**config.mk**
```make
export PLATFORM = sky130hd
export DESIGN_NAME = ccsr_top
export DESIGN_NICKNAME = d
export VERILOG_FILES = /design/src/logic/ccsr_pkg.sv /design/src/logic/ccsr_top.sv /design/src/logic/ccsr_err_state.sv
export SDC_FILE = /design/constraint.sdc
export NUM_CORES = 1
export LEC_CHECK = 0
export BUFFER_PORTS_ARGS = -buffer_cell sky130_fd_sc_hd__buf_2
export CORE_ASPECT_RATIO = 1.25
export CORE_MARGIN = 10
export CORE_UTILIZATION = 40
export DETAILED_ROUTE_END_ITERATION = 8
export PLACE_DENSITY_LB_ADDON = 0.15
export SLEW_MARGIN = 20
export SYNTH_ARGS = -nofsm -noshare
export SYNTH_HDL_FRONTEND = slang
export SYNTH_SLANG_ARGS = --single-unit
```
**constraint.sdc**
```tcl
create_clock -name core_clk -period 2.25 [get_ports core_clk]
set_clock_uncertainty 0.1 [all_clocks]
set_input_delay 0.45 -clock core_clk [delete_from_list [all_inputs] [get_ports core_clk]]
set_output_delay 0.45 -clock core_clk [all_outputs]
set_load 0.03 [all_outputs]
```
**src/logic/ccsr_pkg.sv**
```systemverilog
// package of constants and carrier types for the can control/status block
package ccsr_pkg;

  // register indices as printed; byte address is four times the index
  localparam logic [7:0] CCSR_IDX_CONTROL = 8'h00;
  localparam logic [7:0] CCSR_IDX_STATUS  = 8'h01;
  localparam logic [7:0] CCSR_IDX_TIMING  = 8'h05;
  // offsets of our own for counters, error inputs view and interrupt view
  localparam logic [7:0] CCSR_IDX_SYSTIME = 8'h40;
  localparam logic [7:0] CCSR_IDX_RX_DELAY_TIMER_ENABLE   = 8'h41;
  localparam logic [7:0] CCSR_IDX_ERRCNT  = 8'h42;
  localparam logic [7:0] CCSR_IDX_IRQ     = 8'h43;
  localparam int unsigned CCSR_IDX_LSB    = 2;

  // control bit positions
  localparam int unsigned CTL_LISTEN   = 7;
  localparam int unsigned CTL_UNLOCK   = 6;
  localparam int unsigned CTL_RX_DELAY_TIMER_ENABLE    = 5;
  localparam int unsigned CTL_SYSTIME  = 4;
  localparam int unsigned CTL_ERR_IE   = 3;
  localparam int unsigned CTL_STAT_IE  = 2;
  localparam int unsigned CTL_GLOB_IE  = 1;
  localparam int unsigned CTL_HOLD     = 0;
  localparam logic [7:0]  CTL_RESET    = 8'h01;

  // status bit positions
  localparam int unsigned ST_BUS_OFF   = 7;
  localparam int unsigned ST_PASSIVE   = 6;
  localparam int unsigned ST_WARNING   = 5;
  localparam int unsigned ST_RX_DONE   = 4;
  localparam int unsigned ST_TX_DONE   = 3;
  localparam logic [7:0]  ST_RESET     = 8'h87;

  // error counter limits
  localparam logic [8:0] ERR_BUS_OFF   = 9'h100;
  localparam logic [8:0] ERR_PASSIVE   = 9'h080;
  localparam logic [8:0] ERR_PASS_TOP  = 9'h0ff;
  localparam logic [8:0] ERR_WARNING   = 9'h060;

  // bit timing register reset value and writable bits
  localparam logic [23:0] TIMING_RESET = 24'h12_0000;
  localparam logic [23:0] TIMING_MASK  = 24'hff_ffc0;

  // receive delay timer tick: 1 us at 125 MHz
  localparam int unsigned CLK_MHZ      = 125;
  localparam int unsigned RX_DELAY_TIMER_ENABLE_TICK_US = 1;
  localparam int unsigned RX_DELAY_TIMER_ENABLE_CYCLES = RX_DELAY_TIMER_ENABLE_TICK_US * CLK_MHZ;
  localparam logic [7:0]  RX_DELAY_TIMER_ENABLE_LAST   = 8'(RX_DELAY_TIMER_ENABLE_CYCLES - 1);

  // last fault codes
  typedef enum logic [2:0]
  {
    LFC_NONE    = 3'h0,
    LFC_STUFF   = 3'h1,
    LFC_FORM    = 3'h2,
    LFC_ACK     = 3'h3,
    LFC_BIT_REC = 3'h4,
    LFC_BIT_DOM = 3'h5,
    LFC_CRC     = 3'h6,
    LFC_UNUSED  = 3'h7
  } ccsr_lfc_t;

  // events reported by the protocol engine
  typedef struct packed
  {
    logic      rx_ok;
    logic      tx_ok;
    logic      bus_err;
    ccsr_lfc_t err_code;
  } ccsr_evt_t;

  // gating handed to the protocol engine
  typedef struct packed
  {
    logic tx_allow;
    logic ack_allow;
    logic rx_allow;
    logic obj_unlock;
  } ccsr_gate_t;

  // classic wishbone slave bus state
  typedef enum logic [1:0]
  {
    WB_IDLE = 2'b00,
    WB_ACK  = 2'b01
  } ccsr_wb_st_t;

endpackage

```
**src/logic/ccsr_top.sv**
```systemverilog
// can control and status registers with classic wishbone slave
//
// The Wishbone interface to the registers is this design's own decision.
`timescale 1ns/100ps
module ccsr_top
  import ccsr_pkg::*;
(
  // clock and reset
  input  wire logic        core_clk,
  input  wire logic        rst_b,
  // classic wishbone slave
  input  wire logic        wb_cyc_i,
  input  wire logic        wb_stb_i,
  input  wire logic        wb_we_i,
  input  wire logic [9:0]  wb_adr_i,
  input  wire logic [3:0]  wb_sel_i,
  input  wire logic [31:0] wb_dat_i,
  output logic [31:0]      wb_dat_o,
  output logic             wb_ack_o,
  output logic             wb_err_o,
  // protocol engine side
  input  wire ccsr_evt_t   evt,
  input  wire logic [8:0]  tx_error_counter,
  input  wire logic [8:0]  rx_error_counter,
  output ccsr_gate_t       gate,
  output logic [23:0]      bit_timing,
  output logic             listen_only,
  // interrupt line to the system interrupt controller
  output logic             can_irq
);

  ccsr_wb_st_t wb_st;         // bus answer state
  logic [7:0]  can_control;   // control register
  logic        rx_done_flag;  // status bit 4
  logic        tx_done_flag;  // status bit 3
  ccsr_lfc_t   last_fault_code; // status bits 2..0
  logic        bus_off_flag;
  logic        error_passive_flag;
  logic        warning_level_flag;
  logic        flags_changed;  // pulse from decode
  logic [31:0] system_time;    // free-running system time
  logic [31:0] rx_delay_timer; // microsecond count
  logic [7:0]  us_div;         // prescaler to 1 us
  logic        err_irq_pend;   // pending error-state request
  logic        stat_irq_pend;  // pending status-change request
  logic [7:0]  status_view;    // assembled status byte
  logic        req;            // new request this cycle
  logic        wr;             // write taking effect
  logic        rd;             // read taking effect
  logic        mapped;         // address decodes
  logic [7:0]  idx;            // register index

  // register index from byte address
  function automatic logic [7:0] word_index(input logic [9:0] adr);
    word_index = adr[CCSR_IDX_LSB +: 8];
  endfunction

  // is this index one of ours
  function automatic logic is_mapped(input logic [7:0] i);
    is_mapped = (i == CCSR_IDX_CONTROL) || (i == CCSR_IDX_STATUS) ||
                (i == CCSR_IDX_TIMING)  || (i == CCSR_IDX_SYSTIME) ||
                (i == CCSR_IDX_RX_DELAY_TIMER_ENABLE)   || (i == CCSR_IDX_ERRCNT) ||
                (i == CCSR_IDX_IRQ);
  endfunction

  // decoded bus request; a write or read acts in the request's first cycle
  always_comb
  begin
    idx    = word_index(wb_adr_i);
    mapped = is_mapped(idx);
    req    = wb_cyc_i && wb_stb_i && (wb_st == WB_IDLE);
    wr     = req && wb_we_i && mapped && wb_sel_i[0];
    rd     = req && !wb_we_i && mapped;
  end

  // error state flags from counters
  ccsr_err_state u_err_state
  (
    .core_clk           (core_clk),
    .rst_b              (rst_b),
    .tx_error_counter   (tx_error_counter),
    .rx_error_counter   (rx_error_counter),
    .bus_off_flag       (bus_off_flag),
    .error_passive_flag (error_passive_flag),
    .warning_level_flag (warning_level_flag),
    .flags_changed      (flags_changed)
  );

  // answer one cycle after the request, then drop for a cycle
  always_ff @(posedge core_clk or negedge rst_b)
  begin
    if (!rst_b)
    begin
      wb_st    <= WB_IDLE;
      wb_ack_o <= 1'b0;
      wb_err_o <= 1'b0;
    end
    else
    begin
      case (wb_st)
        WB_IDLE:
        begin
          wb_ack_o <= req && mapped;
          wb_err_o <= req && !mapped;  // unmapped answers with err
          if (req)
            wb_st <= WB_ACK;
        end
        WB_ACK:
        begin
          wb_ack_o <= 1'b0;
          wb_err_o <= 1'b0;
          wb_st    <= WB_IDLE;
        end
        default:
        begin
          wb_ack_o <= 1'b0;
          wb_err_o <= 1'b0;
          wb_st    <= WB_IDLE;
        end
      endcase
    end
  end

  // control register; setup hold comes out of reset set
  always_ff @(posedge core_clk or negedge rst_b)
  begin
    if (!rst_b)
      can_control <= CTL_RESET;
    else if (wr && (idx == CCSR_IDX_CONTROL))
      can_control <= wb_dat_i[7:0];
  end

  // bit timing register; locked unless unlock bit set
  always_ff @(posedge core_clk or negedge rst_b)
  begin
    if (!rst_b)
      bit_timing <= TIMING_RESET;
    else if (wr && (idx == CCSR_IDX_TIMING) && can_control[CTL_UNLOCK])
      bit_timing <= wb_dat_i[23:0] & TIMING_MASK;
  end

  // done flags: hardware set wins over a software write
  always_ff @(posedge core_clk or negedge rst_b)
  begin
    if (!rst_b)
    begin
      rx_done_flag <= 1'b0;
      tx_done_flag <= 1'b0;
    end
    else
    begin
      if (evt.rx_ok)
        rx_done_flag <= 1'b1;
      else if (wr && (idx == CCSR_IDX_STATUS))
        rx_done_flag <= wb_dat_i[ST_RX_DONE];
      // engine reports tx_ok only for acked error-free frames
      if (evt.tx_ok)
        tx_done_flag <= 1'b1;
      else if (wr && (idx == CCSR_IDX_STATUS))
        tx_done_flag <= wb_dat_i[ST_TX_DONE];
    end
  end

  // last fault code; hardware update wins over software
  always_ff @(posedge core_clk or negedge rst_b)
  begin
    if (!rst_b)
      last_fault_code <= LFC_UNUSED;
    else if (evt.bus_err && (evt.err_code != LFC_UNUSED))
      last_fault_code <= evt.err_code;
    else if (evt.rx_ok || evt.tx_ok)
      last_fault_code <= LFC_NONE;
    else if (wr && (idx == CCSR_IDX_STATUS))
      last_fault_code <= ccsr_lfc_t'(wb_dat_i[2:0]);
  end

  // 1 us prescaler and receive delay timer
  always_ff @(posedge core_clk or negedge rst_b)
  begin
    if (!rst_b)
    begin
      us_div         <= 8'h00;
      rx_delay_timer <= 32'h0000_0000;
    end
    else if (!can_control[CTL_RX_DELAY_TIMER_ENABLE])
    begin
      // disabled timer restarts from zero when enabled again
      us_div         <= 8'h00;
      rx_delay_timer <= 32'h0000_0000;
    end
    else if (us_div == RX_DELAY_TIMER_ENABLE_LAST)
    begin
      us_div         <= 8'h00;
      rx_delay_timer <= rx_delay_timer + 32'h0000_0001;
    end
    else
      us_div <= us_div + 8'h01;
  end

  // free-running system time; holds while disabled
  always_ff @(posedge core_clk or negedge rst_b)
  begin
    if (!rst_b)
      system_time <= 32'h0000_0000;
    else if (can_control[CTL_SYSTIME])
      system_time <= system_time + 32'h0000_0001;
  end

  // pending requests; a new event wins over a clear by read
  always_ff @(posedge core_clk or negedge rst_b)
  begin
    if (!rst_b)
    begin
      err_irq_pend  <= 1'b0;
      stat_irq_pend <= 1'b0;
    end
    else
    begin
      if (flags_changed && can_control[CTL_ERR_IE])
        err_irq_pend <= 1'b1;
      else if (rd && (idx == CCSR_IDX_STATUS))
        err_irq_pend <= 1'b0;
      if ((evt.rx_ok || evt.tx_ok || evt.bus_err) &&
          can_control[CTL_STAT_IE])
        stat_irq_pend <= 1'b1;
      else if (rd && (idx == CCSR_IDX_STATUS))
        stat_irq_pend <= 1'b0;
    end
  end

  // interrupt line; only the global enable gates it
  always_ff @(posedge core_clk or negedge rst_b)
  begin
    if (!rst_b)
      can_irq <= 1'b0;
    else
      can_irq <= can_control[CTL_GLOB_IE] &&
                 (err_irq_pend || stat_irq_pend);
  end

  // gating toward the protocol engine
  always_comb
  begin
    listen_only         = can_control[CTL_LISTEN];
    gate.rx_allow       = !can_control[CTL_HOLD];
    gate.tx_allow       = !can_control[CTL_HOLD] &&
                          !can_control[CTL_LISTEN];
    gate.ack_allow      = !can_control[CTL_HOLD] &&
                          !can_control[CTL_LISTEN];
    gate.obj_unlock     = can_control[CTL_HOLD];
    status_view         = {bus_off_flag, error_passive_flag,
                           warning_level_flag, rx_done_flag,
                           tx_done_flag, last_fault_code};
  end

  // read data registered with the answer
  always_ff @(posedge core_clk or negedge rst_b)
  begin
    if (!rst_b)
      wb_dat_o <= 32'h0000_0000;
    else if (rd)
    begin
      case (idx)
        CCSR_IDX_CONTROL: wb_dat_o <= {24'h00_0000, can_control};
        CCSR_IDX_STATUS:  wb_dat_o <= {24'h00_0000, status_view};
        CCSR_IDX_TIMING:  wb_dat_o <= {8'h00, bit_timing};
        CCSR_IDX_SYSTIME: wb_dat_o <= system_time;
        CCSR_IDX_RX_DELAY_TIMER_ENABLE:   wb_dat_o <= rx_delay_timer;
        CCSR_IDX_ERRCNT:  wb_dat_o <= {7'h00, rx_error_counter,
                                       7'h00, tx_error_counter};
        CCSR_IDX_IRQ:     wb_dat_o <= {29'h0000_0000, can_irq,
                                       err_irq_pend, stat_irq_pend};
        default:          wb_dat_o <= 32'h0000_0000;
      endcase
    end
    else if (req)
      wb_dat_o <= 32'h0000_0000;
  end

endmodule

```
**src/logic/ccsr_err_state.sv**
```systemverilog
// error state flag decode from the two error counters
`timescale 1ns/100ps
module ccsr_err_state
  import ccsr_pkg::*;
(
  // clock and reset
  input  wire logic       core_clk,
  input  wire logic       rst_b,
  // counters from the protocol engine
  input  wire logic [8:0] tx_error_counter,
  input  wire logic [8:0] rx_error_counter,
  // registered flags and change pulse
  output logic            bus_off_flag,
  output logic            error_passive_flag,
  output logic            warning_level_flag,
  output logic            flags_changed
);

  logic next_bus_off_flag;   // decoded bus-off
  logic next_error_passive_flag;   // decoded error passive
  logic next_warning_level_flag;   // decoded warning

  // combinational decode of the counter thresholds
  always_comb
  begin
    next_bus_off_flag = tx_error_counter >= ERR_BUS_OFF;
    // tx side passive only below the top value, as documented
    next_error_passive_flag = (rx_error_counter >= ERR_PASSIVE) ||
                ((tx_error_counter >= ERR_PASSIVE) &&
                 (tx_error_counter < ERR_PASS_TOP));
    next_warning_level_flag = (tx_error_counter >= ERR_WARNING) ||
                (rx_error_counter >= ERR_WARNING);
  end

  // flags register; bus-off resets to one
  always_ff @(posedge core_clk or negedge rst_b)
  begin
    if (!rst_b)
    begin
      bus_off_flag       <= 1'b1;
      error_passive_flag <= 1'b0;
      warning_level_flag <= 1'b0;
    end
    else
    begin
      bus_off_flag       <= next_bus_off_flag;
      error_passive_flag <= next_error_passive_flag;
      warning_level_flag <= next_warning_level_flag;
    end
  end

  // one-cycle pulse when any flag moves
  always_ff @(posedge core_clk or negedge rst_b)
  begin
    if (!rst_b)
      flags_changed <= 1'b0;
    else
      flags_changed <= (next_bus_off_flag != bus_off_flag) ||
                       (next_error_passive_flag != error_passive_flag) ||
                       (next_warning_level_flag != warning_level_flag);
  end

endmodule

```
==> flow_summary_export.csv <==
group,metric,value,unit
run,maxCapViolations,0,
finish,final_nets,906,
global_routing,grt_pass1_wl,32400,µm
worst_setup_path,cp_top_family,"simple AND/OR/NAND/NOR gates",
finish,final_cells,1064,
global_routing,antenna_found_initial,0,
timing,fin_crit_sh,0.935,
timing,timing.setup.tns,0,ns
detailed_routing,drt_iter0_markers,335,
clock_network,clockBufferDepth,2,
clock_network,cts_setup_buffers,0,
finish,nFillCells,1596,
power_and_ir_drop,p_leak,4.08,nW
detailed_routing,dr_wl_met2,9690,µm
worst_setup_path,setup.worst_path.start_class,"flip-flop",
detailed_routing,drt-pass1-iter-count,5,
placed_design,io_buffers,119,
detailed_routing,wl_per_cell,18.8,µm
power_and_ir_drop,p_per_area,638,nW/µm²
yosys,synth_cells,665,
finish,final_area,8920,µm²
placed_design,post_dp_cell_area,8320,µm²
die,die_w,139,µm
yosys,ys_warn_count,0,
placed_design,post-dp-hpwl,15500,µm
finish,diodes,0,
detailed_routing,viasPerCell,5.42,
worst_setup_path,worstPathMaxFanout,12,
yosys,synth_cell_types,60,
timing,period_needed,2.10,ns
worst_setup_path,required,2.46,ns
die,fp-row-count,54,
worst_setup_path,crit_chain,"inv_1 -> ha_1 -> nand3b_1 -> or4_4 -> nor4_1 -> xnor2_1 -> nor2_1",
clock_network,cts_buffers,17,
global_routing,gr-total-overflow,0,
yosys,synth_edf_count,0,
die,pin_count,139,
timing,finalWorstSetupSlack,0.147,ns
detailed_routing,top_layer_used,"met4",
timing,slew_viol_final,0,
clock_network,cts-root-buf,"clkbuf_16",
timing,worstMarginPinSlew,0.821,ns
timing,hold_ws,0.0949,ns
yosys,syn_area,7140,µm²
placed_design,dp_cells,1031,
yosys,synth-seq-area-share,0.510,
worst_setup_path,crit_arrival,2.31,ns
global_routing,gr-usage-all-layers,0.170,
min_path,hp-class,"input pin to flip-flop",
worst_setup_path,worstSetupEndpointType,"flip-flop",
clock_network,cts_max_level,4,
worst_setup_path,slowest_delay,0.62,ns
die,start_util,0.408,
finish,layout-drive-gt1-share,0.313,
finish,mostFrequentLayoutCells,"138 x dfrtp_1, 118 x buf_2, 61 x nand2_1, 51 x buf_4, 46 x o21ai_0",
timing,slew_headroom,0.451,
die,die_h,169,µm
detailed_routing,totalWireLength,20000,µm
power_and_ir_drop,p_total,5.69,mW
worst_setup_path,critical_path_class,"flip-flop to flip-flop",
clock_network,clk_pin_slew,0.06,ns
timing,fmax,0.475,GHz
global_routing,grt_pass1_vias,6022,
global_routing,grt_max_degree,58,
detailed_routing,met3WireLength,1050,µm
clock_network,clk_latency,0.43,ns
placed_design,place_worst_setup_slack,-0.271,ns
yosys,synth_ff_type,"dfrtp_1",
yosys,async_flop_share,1.00,
placed_design,gp_congestion,0.904,
finish,fin_util,0.510,
timing,rsz0062_at_grt,"no",
detailed_routing,vias,5772,
detailed_routing,drc_errors,0,
detailed_routing,ant_nets,0,
worst_setup_path,critPathBufInv,1,
clock_network,cts_num_sinks,145,
finish,syn_to_final_growth,24.9,%
detailed_routing,met1_length,8910,µm
finish,final_common_cell,"dfrtp_1",
timing,finalHoldViolCount,0,
yosys,avgSynthCellArea,10.7,µm²
worst_setup_path,crit_slowest_cell,"or4_4",
clock_network,tritoncts,"built",
die,die_area,23600,µm²
timing,final-setup-viol-count,0,
yosys,synth_seq_cells,145,
run_status,status,"completed",
power_and_ir_drop,ir_drop,0.500,mV
die,core,17500,µm²
[area by class of cell]
type | instances | area [µm²] | share of cell area
Clock inverter | 14 | 145 | 0.0163
Timing Repair Buffer | 175 | 1070 | 0.121
Tap cell | 224 | 280 | 0.0314
Inverter | 14 | 52.6 | 0.00589
Sequential cell | 145 | 3640 | 0.408
Clock buffer | 18 | 429 | 0.0481
Multi-Input combinational cell | 474 | 3300 | 0.370
[cell families after synthesis]
| family | Yosys count | share of synthesized area |
|---|---|---|
| other | 1 | 0.000525 |
| buffers and inverters | 51 | 0.0337 |
| AOI/OAI and AO/OA | 127 | 0.120 |
| adders and majority gates | 4 | 0.00701 |
| and+or+nand+nor | 228 | 0.177 |
| DFF | 145 | 0.510 |
| muxes | 52 | 0.0817 |
| xor gates and xnor gates | 57 | 0.0700 |
[worst register-to-register path: cells and delay by family (launching register included)]
family / cells / cell delay, ns
xor+xnor: 1 / 0.16
fa+ha+maj: 1 / 0.15
buf+inv: 1 / 0.06
flops: 1 / 0.40
simple gates: 4 / 1.13
[synth_stat cells, drive strengths merged (2+ instances only)]
library cell	number	area, µm²
or2	2	12.5
and4	7	61.3
o31ai	6	45.0
mux2	30	338
a222oi	9	90.1
mux2i	20	200
xor2	18	158
inv	14	52.6
nand2	62	235
a22o	12	105
nand4	16	106
or3	15	104
mux4	2	45.0
o22ai	3	18.8
or4	4	37.5
a221oi	2	17.5
xnor2	39	342
nor2	39	146
nand3	23	120
a32oi	6	52.6
o21ai	47	235
nand3b	3	22.5
and3	13	81.3
nand2b	6	37.5
dfrtp	138	3450
dfstp	7	184
ha	4	50.1
a22oi	14	105
buf	18	116
a21oi	19	95.1
nor2b	8	50.1
clkbuf	19	71.3
a211o	2	17.5
and2	5	31.3
nor3	12	81.3
nor4	9	83.8
[path summary, 6_finish.rpt]
| check | end | slack [ns] | from | cells past startpoint |
|---|---|---|---|---|
| max reg2reg | rx_delay_timer[22]$_DFFE_PN0P_ | 0.15 | us_div[1]$_DFF_PN0_ | 7 |
| min reg2reg | system_time[31]$_DFFE_PN0P_ | 0.38 | system_time[31]$_DFFE_PN0P_ | 1 |
| max in group asynchronous | system_time[17]$_DFFE_PN0P_ | 0.86 | rst_b | 3 |
| min in group asynchronous | can_control[4]$_DFFE_PN0P_ | 0.47 | rst_b | 2 |
| max | rx_delay_timer[22]$_DFFE_PN0P_ | 0.15 | us_div[1]$_DFF_PN0_ | 7 |
| min | u_err_state.bus_off_flag$_DFF_PN1_ | 0.09 | tx_error_counter[8] | 1 |
[routing by layer]
metal  GRT usage  up-vias
met5           0        -
met4      0.0559        0
met3      0.0428       35
met2       0.275      160
met1       0.216     2853
li1            -     2724
[sequential cells by signal, indices dropped and copies added (netlist names), 3 cells and up]
| name | count |
|---|---|
| rx_delay_timer | 32 |
| system_time | 32 |
| wb_dat_o | 32 |
| bit_timing | 18 |
| can_control | 8 |
| us_div | 8 |
| last_fault_code | 3 |
[where the power goes]
| group | leakage, nW | internal, mW | total (mW) | switching, mW |
|---|---|---|---|---|
| clock | 0.273 | 1.56 | 2.77 | 1.21 |
| sequential | 1.97 | 2.62 | 2.63 | 0.00610 |
| combinational | 1.84 | 0.112 | 0.296 | 0.184 |
[what timing repair did]
| item | CTS | global route |
|---|---|---|
| resized for setup | 0 | 2 |
| hold buffers | 1 | 0 |
| endpoints found under the hold margin | 52 | 0 |
| setup endpoints to repair | 0 | 3 |
(Power assumes the default switching activity.)
